==> config.mk <==
export PLATFORM = sky130hd
export DESIGN_NAME = tlb_maint
export DESIGN_NICKNAME = d
export VERILOG_FILES = /design/src/hw/tlb_pkg.sv /design/src/hw/tlb_maint.sv /design/src/hw/tlb_array.sv /design/src/hw/pte_search.sv
export SDC_FILE = /design/constraint.sdc
export NUM_CORES = 2
export LEC_CHECK = 0
export BUFFER_PORTS_ARGS = -buffer_cell sky130_fd_sc_hd__buf_2
export CAP_MARGIN = 25
export CORE_MARGIN = 2
export CORE_UTILIZATION = 60
export CTS_CLUSTER_SIZE = 30
export DETAILED_ROUTE_END_ITERATION = 8
export HOLD_SLACK_MARGIN = 0.12
export PLACE_DENSITY_LB_ADDON = 0.2
export REMOVE_ABC_BUFFERS = 1
export SLEW_MARGIN = 20
export SYNTH_ARGS = -nofsm -noshare
export SYNTH_HDL_FRONTEND = slang
export SYNTH_MEMORY_MAX_BITS = 65536
export SYNTH_SLANG_ARGS = --single-unit
export TNS_END_PERCENT = 1
==> constraint.sdc <==
create_clock -name SYS_CLK_IN -period 7.2 [get_ports SYS_CLK_IN]
set_clock_uncertainty 0.2 [all_clocks]
set_input_delay 0.36 -clock SYS_CLK_IN [delete_from_list [all_inputs] [get_ports SYS_CLK_IN]]
set_output_delay 0.36 -clock SYS_CLK_IN [all_outputs]
set_load 0.01 [all_outputs]
==> src/hw/tlb_pkg.sv <==
// Purpose: shared constants and types for translation-buffer upkeep
// Assumes: EA0 is bit 31 of an address, entry word 0 is bits 63:32
// Notes:   page table entries are read and written as 64-bit words
package tlb_pkg;
  localparam int SETS      = 32;
  localparam int GROUP_LEN = 8;
  localparam int PTE_BYTES = 8;
  localparam int IDX_LO    = 12; // set index, EA15-EA19
  localparam int IDX_HI    = 16;
  localparam int PGX_LO    = 17; // extra page index, EA10-EA14
  localparam int PGX_HI    = 21;
  localparam int API_LO    = 22; // abbreviated page index, EA4-EA9
  localparam int API_HI    = 27;
  localparam int PTE_V     = 63;
  localparam int SEGMENT_IDENTIFIER_HI   = 62;
  localparam int SEGMENT_IDENTIFIER_LO   = 39;
  localparam int PTE_H     = 38;
  localparam int PAPI_HI   = 37;
  localparam int PAPI_LO   = 32;
  localparam int PTE_R     = 8;
  localparam int PTE_C     = 7;
  localparam int PTE_W     = 6;
  localparam int PTE_I     = 5;
  localparam logic [2:0] ATTR_PTE_READ = 3'h1;

  typedef struct packed {
    logic        valid;
    logic [23:0] segment_identifier;
    logic [5:0]  abbreviated_page_index;
    logic [4:0]  pgx;
    logic        chg;
    logic        wt;
    logic        ci;
  } tlb_entry_t;

  typedef enum logic {SYNC_RUN, SYNC_HOLD} sync_state_t;
  typedef enum logic [2:0] {SRCH_IDLE, SRCH_READ, SRCH_LOAD, SRCH_WREF, SRCH_WCHG} search_state_t;
endpackage

==> src/hw/tlb_maint.sv <==
// Purpose: translation buffers, invalidate, sync hold and table search
// Assumes: all inputs synchronous to SYS_CLK_IN, CE_IN freezes state
// Notes:   lookup answers are registered, one cycle after the request
// How it works
// - invalidate clears both ways, both buffers
// - invalidations never broadcast, remote ones ignored
// - sync with hold asserted stops execution
// - hold negated lets execution resume after sync
// - invalidate-all opcode raises illegal instruction
// - zeroing write-through or inhibited page faults alignment
// - entry reads use attribute 001, cacheable burst
// - primary match: H clear, valid, ids equal
// - page number is segment id plus index
// - try eight primary entries, then secondary group
// - secondary match: H set, valid, ids equal
// - match loads buffer, then sets referenced bit
// - changed bit only without protection violation
// - no secondary match gives storage fault
// - search reads global, non-exclusive, cacheable
// - referenced bit may precede alignment or violation
// - three miss kinds: fetch, load, store
// - index bits select a two-entry set
// - store to clean page counts as store miss
`timescale 1ns/1ps
module tlb_maint (
  input  wire logic        SYS_CLK_IN,
  input  wire logic        RST_IN,
  input  wire logic        CE_IN,
  input  wire logic        I_REQ_IN,
  input  wire logic [31:0] I_EA_IN,
  input  wire logic [23:0] I_SEGMENT_IDENTIFIER_IN,
  output logic             I_HIT_OUT,
  output logic             I_MISS_OUT,
  input  wire logic        D_REQ_IN,
  input  wire logic [31:0] D_EA_IN,
  input  wire logic [23:0] D_SEGMENT_IDENTIFIER_IN,
  input  wire logic        D_STORE_IN,
  input  wire logic        D_ZERO_IN,
  output logic             D_HIT_OUT,
  output logic             D_MISS_LOAD_OUT,
  output logic             D_MISS_STORE_OUT,
  output logic             ALIGN_FAULT_OUT,
  input  wire logic        INVAL_IN,
  input  wire logic [31:0] INVAL_EA_IN,
  input  wire logic        INVAL_ALL_IN,
  output logic             ILLEGAL_OP_OUT,
  input  wire logic        SYNC_EXEC_IN,
  input  wire logic        SYNC_HOLD_IN,
  output logic             EXEC_STALL_OUT,
  output logic             SYNC_DONE_OUT,
  input  wire logic        SRCH_START_IN,
  input  wire logic        SRCH_INSTR_IN,
  input  wire logic        SRCH_STORE_IN,
  input  wire logic        SRCH_PROT_IN,
  input  wire logic [23:0] SRCH_SEGMENT_IDENTIFIER_IN,
  input  wire logic [31:0] SRCH_EA_IN,
  input  wire logic [31:0] SRCH_PRI_BASE_IN,
  input  wire logic [31:0] SRCH_SEC_BASE_IN,
  output logic             SRCH_BUSY_OUT,
  output logic             SRCH_DONE_OUT,
  output logic             INSTR_STORAGE_FAULT_OUT,
  output logic             DATA_STORAGE_FAULT_OUT,
  output logic             MEM_REQ_OUT,
  output logic             MEM_WR_OUT,
  output logic [31:0]      MEM_ADDR_OUT,
  output logic [63:0]      MEM_WDATA_OUT,
  output logic [2:0]       MEM_ATTR_OUT,
  output logic             MEM_GLOBAL_OUT,
  output logic             MEM_EXCL_OUT,
  input  wire logic        MEM_ACK_IN,
  input  wire logic [63:0] MEM_RDATA_IN
);
  localparam int IW = $clog2(tlb_pkg::SETS);

  typedef struct packed {
    tlb_pkg::sync_state_t sync;
    logic sync_done, illegal;
    logic i_hit, i_miss;
    logic d_hit, d_miss_ld, d_miss_st, align;
  } top_t;
  top_t r_reg, r_next;

  tlb_pkg::tlb_entry_t iw0, iw1, dw0, dw1, new_ent, d_ent;
  logic wr_i, wr_d, i_kill, d_kill, i_h, d_h0, d_h1, d_wr;

  // set index taken from EA15-EA19; a flush steps it through all sets
  function automatic logic [IW-1:0] set_of(input logic [31:0] ea);
    set_of = ea[tlb_pkg::IDX_HI:tlb_pkg::IDX_LO];
  endfunction

  // valid entry whose segment id and both page index pieces agree
  function automatic logic tag_hit(input tlb_pkg::tlb_entry_t e, input logic [31:0] ea,
                                   input logic [23:0] segment_identifier);
    tag_hit = e.valid && e.segment_identifier == segment_identifier
      && e.abbreviated_page_index == ea[tlb_pkg::API_HI:tlb_pkg::API_LO]
      && e.pgx == ea[tlb_pkg::PGX_HI:tlb_pkg::PGX_LO];
  endfunction

  // invalidates come only from the local port; no snoop input exists
  tlb_array #(.SETS(tlb_pkg::SETS)) u_instr_translation_buffer (
    .clk_in       (SYS_CLK_IN),
    .rst_in       (RST_IN),
    .ce_in        (CE_IN),
    .rd_set_in    (set_of(I_EA_IN)),
    .way0_out     (iw0),
    .way1_out     (iw1),
    .wr_in        (wr_i),
    .wr_set_in    (set_of(SRCH_EA_IN)),
    .wr_entry_in  (new_ent),
    .inval_in     (INVAL_IN),
    .inval_set_in (set_of(INVAL_EA_IN))
  );

  tlb_array #(.SETS(tlb_pkg::SETS)) u_data_translation_buffer (
    .clk_in       (SYS_CLK_IN),
    .rst_in       (RST_IN),
    .ce_in        (CE_IN),
    .rd_set_in    (set_of(D_EA_IN)),
    .way0_out     (dw0),
    .way1_out     (dw1),
    .wr_in        (wr_d),
    .wr_set_in    (set_of(SRCH_EA_IN)),
    .wr_entry_in  (new_ent),
    .inval_in     (INVAL_IN),
    .inval_set_in (set_of(INVAL_EA_IN))
  );

  // search address is held stable by the handler while busy
  pte_search u_search (
    .clk_in        (SYS_CLK_IN),
    .rst_in        (RST_IN),
    .ce_in         (CE_IN),
    .start_in      (SRCH_START_IN),
    .instr_in      (SRCH_INSTR_IN),
    .store_in      (SRCH_STORE_IN),
    .prot_in       (SRCH_PROT_IN),
    .segment_identifier_in       (SRCH_SEGMENT_IDENTIFIER_IN),
    .ea_in         (SRCH_EA_IN),
    .pri_base_in   (SRCH_PRI_BASE_IN),
    .sec_base_in   (SRCH_SEC_BASE_IN),
    .mem_req_out   (MEM_REQ_OUT),
    .mem_wr_out    (MEM_WR_OUT),
    .mem_addr_out  (MEM_ADDR_OUT),
    .mem_wdata_out (MEM_WDATA_OUT),
    .mem_ack_in    (MEM_ACK_IN),
    .mem_rdata_in  (MEM_RDATA_IN),
    .tlb_wr_i_out  (wr_i),
    .tlb_wr_d_out  (wr_d),
    .tlb_entry_out (new_ent),
    .busy_out      (SRCH_BUSY_OUT),
    .done_out      (SRCH_DONE_OUT),
    .ifault_out    (INSTR_STORAGE_FAULT_OUT),
    .dfault_out    (DATA_STORAGE_FAULT_OUT)
  );

  // search traffic is a cacheable, coherent, non-exclusive burst
  assign MEM_ATTR_OUT   = tlb_pkg::ATTR_PTE_READ;
  assign MEM_GLOBAL_OUT = 1'b1;
  assign MEM_EXCL_OUT   = 1'b0;

  // an invalidate in the lookup cycle hides the set at once
  assign i_kill = INVAL_IN && set_of(INVAL_EA_IN) == set_of(I_EA_IN);
  assign d_kill = INVAL_IN && set_of(INVAL_EA_IN) == set_of(D_EA_IN);
  assign i_h    = !i_kill && (tag_hit(iw0, I_EA_IN, I_SEGMENT_IDENTIFIER_IN) || tag_hit(iw1, I_EA_IN, I_SEGMENT_IDENTIFIER_IN));
  assign d_h0   = !d_kill && tag_hit(dw0, D_EA_IN, D_SEGMENT_IDENTIFIER_IN);
  assign d_h1   = !d_kill && tag_hit(dw1, D_EA_IN, D_SEGMENT_IDENTIFIER_IN);
  assign d_ent  = d_h0 ? dw0 : dw1;
  assign d_wr   = D_STORE_IN || D_ZERO_IN;

  // one exception per access; alignment is checked before the C bit
  always_comb begin
    r_next           = r_reg;
    r_next.sync_done = 1'b0;
    r_next.illegal   = INVAL_ALL_IN;
    r_next.i_hit     = I_REQ_IN && i_h;
    r_next.i_miss    = I_REQ_IN && !i_h;
    r_next.d_hit     = 1'b0;
    r_next.d_miss_ld = 1'b0;
    r_next.d_miss_st = 1'b0;
    r_next.align     = 1'b0;
    if (D_REQ_IN) begin
      if (!(d_h0 || d_h1)) begin
        r_next.d_miss_st = d_wr;
        r_next.d_miss_ld = !d_wr;
      end else if (D_ZERO_IN && (d_ent.wt || d_ent.ci)) begin
        r_next.align = 1'b1;
      end else if (d_wr && !d_ent.chg) begin
        r_next.d_miss_st = 1'b1;
      end else begin
        r_next.d_hit = 1'b1;
      end
    end
    unique case (r_reg.sync)
      tlb_pkg::SYNC_RUN: begin
        if (SYNC_EXEC_IN && SYNC_HOLD_IN) begin
          r_next.sync = tlb_pkg::SYNC_HOLD;
        end else if (SYNC_EXEC_IN) begin
          r_next.sync_done = 1'b1;
        end
      end
      tlb_pkg::SYNC_HOLD: begin
        if (!SYNC_HOLD_IN) begin
          r_next.sync      = tlb_pkg::SYNC_RUN;
          r_next.sync_done = 1'b1;
        end
      end
    endcase
  end

  always_ff @(posedge SYS_CLK_IN) begin
    if (RST_IN) begin
      r_reg <= '0;
    end else if (CE_IN) begin
      r_reg <= r_next;
    end
  end

  // stall stays up for as long as outside logic keeps the hold
  assign EXEC_STALL_OUT   = r_reg.sync == tlb_pkg::SYNC_HOLD;
  assign SYNC_DONE_OUT    = r_reg.sync_done;
  assign ILLEGAL_OP_OUT   = r_reg.illegal;
  assign I_HIT_OUT        = r_reg.i_hit;
  assign I_MISS_OUT       = r_reg.i_miss;
  assign D_HIT_OUT        = r_reg.d_hit;
  assign D_MISS_LOAD_OUT  = r_reg.d_miss_ld;
  assign D_MISS_STORE_OUT = r_reg.d_miss_st;
  assign ALIGN_FAULT_OUT  = r_reg.align;
endmodule

==> src/hw/tlb_array.sv <==
// Purpose: one two-way translation buffer with set invalidate
// Assumes: reads are combinational from the flop array
// Notes:   valid bits survive reset; software flushes before use
`timescale 1ns/1ps
module tlb_array #(
  parameter int SETS = tlb_pkg::SETS,
  parameter int IW   = $clog2(SETS)
) (
  input  wire logic                clk_in,
  input  wire logic                rst_in,
  input  wire logic                ce_in,
  input  wire logic [IW-1:0]       rd_set_in,
  output tlb_pkg::tlb_entry_t      way0_out,
  output tlb_pkg::tlb_entry_t      way1_out,
  input  wire logic                wr_in,
  input  wire logic [IW-1:0]       wr_set_in,
  input  wire tlb_pkg::tlb_entry_t wr_entry_in,
  input  wire logic                inval_in,
  input  wire logic [IW-1:0]       inval_set_in
);
  tlb_pkg::tlb_entry_t mem_reg [SETS][2];
  logic [SETS-1:0]     repl_reg;
  logic                wr_way;

  assign way0_out = mem_reg[rd_set_in][0];
  assign way1_out = mem_reg[rd_set_in][1];

  // fill an empty way first, else the way not written last time
  always_comb begin
    if (!mem_reg[wr_set_in][0].valid) begin
      wr_way = 1'b0;
    end else if (!mem_reg[wr_set_in][1].valid) begin
      wr_way = 1'b1;
    end else begin
      wr_way = repl_reg[wr_set_in];
    end
  end

  // invalidate comes last so it wins over a load to the same set
  always_ff @(posedge clk_in) begin
    if (rst_in) begin
      repl_reg <= '0;
    end else if (ce_in) begin
      if (wr_in) begin
        mem_reg[wr_set_in][wr_way] <= wr_entry_in;
        repl_reg[wr_set_in]        <= !wr_way;
      end
      if (inval_in) begin
        mem_reg[inval_set_in][0].valid <= 1'b0;
        mem_reg[inval_set_in][1].valid <= 1'b0;
      end
    end
  end
endmodule

==> src/hw/pte_search.sv <==
// Purpose: primary then secondary entry-group search in memory
// Assumes: memory holds req until it answers with a one-cycle ack
// Notes:   reference bit is written even on a protection violation
`timescale 1ns/1ps
module pte_search (
  input  wire logic                clk_in,
  input  wire logic                rst_in,
  input  wire logic                ce_in,
  input  wire logic                start_in,
  input  wire logic                instr_in,
  input  wire logic                store_in,
  input  wire logic                prot_in,
  input  wire logic [23:0]         segment_identifier_in,
  input  wire logic [31:0]         ea_in,
  input  wire logic [31:0]         pri_base_in,
  input  wire logic [31:0]         sec_base_in,
  output logic                     mem_req_out,
  output logic                     mem_wr_out,
  output logic [31:0]              mem_addr_out,
  output logic [63:0]              mem_wdata_out,
  input  wire logic                mem_ack_in,
  input  wire logic [63:0]         mem_rdata_in,
  output logic                     tlb_wr_i_out,
  output logic                     tlb_wr_d_out,
  output tlb_pkg::tlb_entry_t      tlb_entry_out,
  output logic                     busy_out,
  output logic                     done_out,
  output logic                     ifault_out,
  output logic                     dfault_out
);
  typedef struct packed {
    tlb_pkg::search_state_t st;
    logic        sec, instr, store, prot;
    logic [2:0]  idx;
    logic [23:0] segment_identifier;
    logic [31:0] ea, sec_base, addr;
    logic [63:0] pte;
    logic        req, wr, done, ifault, dfault;
  } srch_t;
  srch_t r_reg, r_next;
  logic  hit, need_c;

  // match on the virtual page number: segment id joined with page index
  assign hit = mem_rdata_in[tlb_pkg::PTE_V] && (mem_rdata_in[tlb_pkg::PTE_H] == r_reg.sec)
    && ({mem_rdata_in[tlb_pkg::SEGMENT_IDENTIFIER_HI:tlb_pkg::SEGMENT_IDENTIFIER_LO], mem_rdata_in[tlb_pkg::PAPI_HI:tlb_pkg::PAPI_LO]}
    == {r_reg.segment_identifier, r_reg.ea[tlb_pkg::API_HI:tlb_pkg::API_LO]});
  assign need_c = r_reg.store && !r_reg.prot && !r_reg.pte[tlb_pkg::PTE_C];

  // walk the group entry by entry; reads carry no write enable
  always_comb begin
    r_next        = r_reg;
    r_next.done   = 1'b0;
    r_next.ifault = 1'b0;
    r_next.dfault = 1'b0;
    unique case (r_reg.st)
      tlb_pkg::SRCH_IDLE: begin
        if (start_in) begin
          r_next          = '{st: tlb_pkg::SRCH_READ, instr: instr_in, store: store_in, prot: prot_in,
                              segment_identifier: segment_identifier_in, ea: ea_in, sec_base: sec_base_in, addr: pri_base_in,
                              req: 1'b1, default: '0};
        end
      end
      tlb_pkg::SRCH_READ: begin
        if (mem_ack_in) begin
          if (hit) begin
            r_next.req = 1'b0;
            r_next.pte = mem_rdata_in;
            r_next.st  = tlb_pkg::SRCH_LOAD;
          end else if (r_reg.idx == 3'(tlb_pkg::GROUP_LEN - 1)) begin
            if (r_reg.sec) begin
              r_next.req    = 1'b0;
              r_next.st     = tlb_pkg::SRCH_IDLE;
              r_next.ifault = r_reg.instr;
              r_next.dfault = !r_reg.instr;
            end else begin
              r_next.sec  = 1'b1;
              r_next.idx  = 3'h0;
              r_next.addr = r_reg.sec_base;
            end
          end else begin
            r_next.idx  = r_reg.idx + 3'h1;
            r_next.addr = r_reg.addr + 32'(tlb_pkg::PTE_BYTES);
          end
        end
      end
      tlb_pkg::SRCH_LOAD: begin
        r_next.pte[tlb_pkg::PTE_R] = 1'b1;
        r_next.req = 1'b1;
        r_next.wr  = 1'b1;
        r_next.st  = tlb_pkg::SRCH_WREF;
      end
      tlb_pkg::SRCH_WREF: begin
        if (mem_ack_in) begin
          r_next.req = need_c;
          r_next.pte[tlb_pkg::PTE_C] = r_reg.pte[tlb_pkg::PTE_C] | need_c;
          r_next.st   = need_c ? tlb_pkg::SRCH_WCHG : tlb_pkg::SRCH_IDLE;
          r_next.done = !need_c;
        end
      end
      tlb_pkg::SRCH_WCHG: begin
        if (mem_ack_in) begin
          r_next.req  = 1'b0;
          r_next.st   = tlb_pkg::SRCH_IDLE;
          r_next.done = 1'b1;
        end
      end
    endcase
    // skip the reference write when the bit is already set
    if (r_reg.st == tlb_pkg::SRCH_LOAD && r_reg.pte[tlb_pkg::PTE_R]) begin
      r_next.req  = need_c;
      r_next.wr   = need_c;
      r_next.pte[tlb_pkg::PTE_C] = r_reg.pte[tlb_pkg::PTE_C] | need_c;
      r_next.st   = need_c ? tlb_pkg::SRCH_WCHG : tlb_pkg::SRCH_IDLE;
      r_next.done = !need_c;
    end
  end

  always_ff @(posedge clk_in) begin
    if (rst_in) begin
      r_reg <= '0;
    end else if (ce_in) begin
      r_reg <= r_next;
    end
  end

  assign mem_req_out   = r_reg.req;
  assign mem_wr_out    = r_reg.wr;
  assign mem_addr_out  = r_reg.addr;
  assign mem_wdata_out = r_reg.pte;
  // buffer load lands in the load cycle, so done never comes ahead of it
  assign tlb_wr_i_out  = r_reg.st == tlb_pkg::SRCH_LOAD && r_reg.instr;
  assign tlb_wr_d_out  = r_reg.st == tlb_pkg::SRCH_LOAD && !r_reg.instr;
  assign busy_out      = r_reg.st != tlb_pkg::SRCH_IDLE;
  assign done_out      = r_reg.done;
  assign ifault_out    = r_reg.ifault;
  assign dfault_out    = r_reg.dfault;
  // loaded entry already carries the changed bit that will be written
  assign tlb_entry_out = '{valid: 1'b1, segment_identifier: r_reg.pte[tlb_pkg::SEGMENT_IDENTIFIER_HI:tlb_pkg::SEGMENT_IDENTIFIER_LO],
                           abbreviated_page_index: r_reg.pte[tlb_pkg::PAPI_HI:tlb_pkg::PAPI_LO],
                           pgx: r_reg.ea[tlb_pkg::PGX_HI:tlb_pkg::PGX_LO],
                           chg: r_reg.pte[tlb_pkg::PTE_C] | need_c,
                           wt: r_reg.pte[tlb_pkg::PTE_W], ci: r_reg.pte[tlb_pkg::PTE_I]};
endmodule

==> summary.txt <==
Worst setup SP type -> input port
layout cells sized above 1 -> 26.2%
Starting DRT DRC Count -> 18,600
Crit. End Element -> flip-flop
Num CTS Buffers -> 485
post-synthesis async set-or-reset flop share -> 0%
Crit-path slowest cell -> a2111oi_0
Setup violations, final -> 0
PwrDens -> 266 nW/um2
Worst-Skew Late Latency -> 1.02 ns
Crit Path Max Fanout -> 50
Final Cycle Share -> 77.8%
largest net degree at the start of global routing -> 142
Die ar. -> 335,000 um2
worst hold stages -> 6
nets -> 11,100
Yosys reg bits -> 5,051
Register-to-Register Path Depth -> 14
vias after detailed routing -> 110,000
ys flop type -> edfxtp_1
combinational share of power -> 5.6%
vias in the first global route -> 109,000
synth-to-layout area growth -> 13.9%
Leak -> 75.7 nW
final WL -> 582 mm
Rows -> 210
RSZ-0062 raised after global routing -> false
CP max stage delay -> 0.76 ns
Clock Pin Slew Worst Setup and Hold Paths -> 0.07 ns
relative slew slack -> 20.2%
commonest non-fill, non-tap cells in the layout -> edfxtp_1, mux4_2, clkbuf_16, dlygate4sd3_1, buf_2
DRC -> 0
H-tree level count -> 5
Post-synth EDFFs -> 4,672
Detailed Place HPWL -> 313 mm
Resized cells post-CTS -> 0
Post-Synthesis Mean Instance Area -> 20.4 um2
Post-Syn Area -> 198,000 um2
GPL Wtd Cong -> 0.904
max cap viols -> 0
ANT nets after route -> 0
WP data required -> 7.91 ns
final hold vios -> 0
clock share of power -> 40.8%
I/O Buffers -> 379
Flop pwr share -> 53.6%
most common cell after layout, fill and taps aside -> edfxtp_1
fin cells -> 15,500
die height -> 578 um
Yosys cell types -> 97
Int Pwr -> 47.0 mW
CTS tree -> built
worst-margin pin slew -> 1.20 ns
remaining global-route overflow -> 0
cell count after synthesis -> 9,724
Final WS setup -> 1.60 ns
Initial Util -> 60.4%
Hold Startpoint -> SRCH_PRI_BASE_IN[23]
sw frac -> 21.7%
CTS max path bufs -> 4
CTS Root Cell -> clkbuf_16
HP Class -> in -> reg
crit path kind -> in -> reg
final slew viol count -> 0
initial antenna violation count -> 55
core area -> 328,000 um2
maximum vdd drop -> 292 uV
Worst R2R End -> I_MISS_OUT
max FFs per register -> 2,496
Critical Path AT -> 6.31 ns
setup TNS -> 0 ns
number of fill cells -> 19,600
reg2reg start -> u_instr_translation_buffer.mem_reg[31][33]
Tot GR Track Use -> 34.8%
R2R Setup Slk -> 1.84 ns
DP Worst Slack -> 1.52 ns
YS warnings -> 0
routed vias/inst -> 7.08
Psw -> 13.0 mW
Hold EP -> u_search.mem_addr_out[23]
WL per Instance -> 37.6 um
post-layout min period -> 5.60 ns
first-pass GRT wire length -> 809 mm
worst-path cell chain -> buf_8 > buf_4 > mux4_2 > mux4_2 > xnor2_1 > nand3_1 > a2111oi_0 > a31oi_1 > nor4_2 > nor2_1 > nand4_1 > dlygate4sd3_1 > a21oi_1 > dlygate4sd3_1
cell count after placement -> 14,100
Max Clk Rate -> 179 MHz
Core Util, Final -> 68.8%
status -> finished, final reports clean
CTS Sinks -> 5,051
register area share after synthesis -> 74.7%
# IOs -> 460
drt pass-1 iters -> 8
Die X -> 578 um
==> worst max path at each step <==
stage,from,end,slack [ns]
finish,D_EA_IN[12],D_MISS_LOAD_OUT,1.60
global route,D_EA_IN[12],D_MISS_LOAD_OUT,1.44
CTS,D_EA_IN[12],D_MISS_LOAD_OUT,1.75
detailed placement,D_EA_IN[12],ALIGN_FAULT_OUT,1.52
global placement,D_EA_IN[12],ALIGN_FAULT_OUT,1.45
floorplan,SRCH_EA_IN[16],u_data_translation_buffer.mem_reg[28][39],1.01
==> kinds of logic (layout without fill, tap and decap cells) <==
group | count (synthesis) | count (layout) | synth area share (%)
AO/OA/AOI/OAI | 919 | 919 | 3.22
adder cells (fa/ha/maj) | 3 | 3 | 0.0190
XOR/XNOR | 175 | 175 | 0.774
buffers and inverters | 703 | 2079 | 1.88
multiplexers | 1617 | 1617 | 16.4
AND/OR/NAND/NOR | 1254 | 1254 | 3.00
other | 2 | 31 | 0.00379
flip-flops | 5051 | 5051 | 74.7
==> cell type report <==
class,instances,area [um2],area share [%]
sequential,5051,148000,65.6
multi-input combinational,3973,47100,20.9
clock buffer,617,13000,5.75
timing repair buffer,1161,9680,4.29
tap,4346,5440,2.41
clock inverter,268,2130,0.943
inverter,33,129,0.0572
antenna,26,65.1,0.0289
==> metrics by stage <==
step           hold WS (ns)  total power [mW]  cell area, um2
3_3_place_gp          0.241              35.7          206000
6_report              0.177              60.0          225000
5_1_grt               0.198              61.3          225000
3_5_place_dp          0.248              35.8          206000
4_1_cts               0.126              60.0          225000
2_1_floorplan         0.225              34.2          194000
==> synth_stat cells (all sizes together) (32+ instances only) <==
master / instances / share of area (%)
mux2i: 296 / 1.5
buf: 408 / 1.3
dfxtp: 379 / 3.8
a22oi: 156 / 0.59
clkbuf: 262 / 0.50
nor2: 279 / 0.53
a31oi: 47 / 0.15
edfxtp: 4672 / 71
o21a: 131 / 0.50
inv: 32 / 0.061
a21oi: 212 / 0.54
nor3: 337 / 0.85
o22ai: 60 / 0.19
a211oi: 42 / 0.16
o21ai: 68 / 0.17
mux4: 1292 / 15
nand3: 66 / 0.17
nand2: 337 / 0.64
nor4: 37 / 0.13
xnor2: 119 / 0.53
xor2: 56 / 0.25
==> worst max-delay path, delay by kind of cell <==
family | cells | cell delay, ns
buffers and inverters | 4 | 2.35
and+or+nand+nor | 4 | 1.23
muxes | 2 | 1.06
xor gates and xnor gates | 1 | 0.20
AOI/OAI and AO/OA | 3 | 1.00
==> metal layers <==
metal	up-vias	track usage (%)	part of all wire [%]
li1	42300	-	-
met1	57400	47.6	35
met2	8191	54.4	47
met3	1681	7.30	12
met4	44	16.3	5.4
met5	-	0.539	0.069
==> power groups by stage <==
stage | Combinational, mW | Sequential [mW] | Clock [mW]
after floorplan | 1.43 | 32.8 | 0
after global placement | 3.00 | 32.7 | 0
after detailed placement | 3.06 | 32.8 | 0
after CTS | 3.25 | 32.1 | 24.6
after global routing | 3.49 | 32.1 | 25.7
final | 3.37 | 32.1 | 24.5
==> timing repair <==
item / in CTS / in global routing
hold buffers: 423 / 0
endpoints found under the hold margin: 375 / 0
buffers inserted: 0 / 0
setup endpoints to repair: 0 / 0
Note: power is estimated with default switching activity, not from simulation.
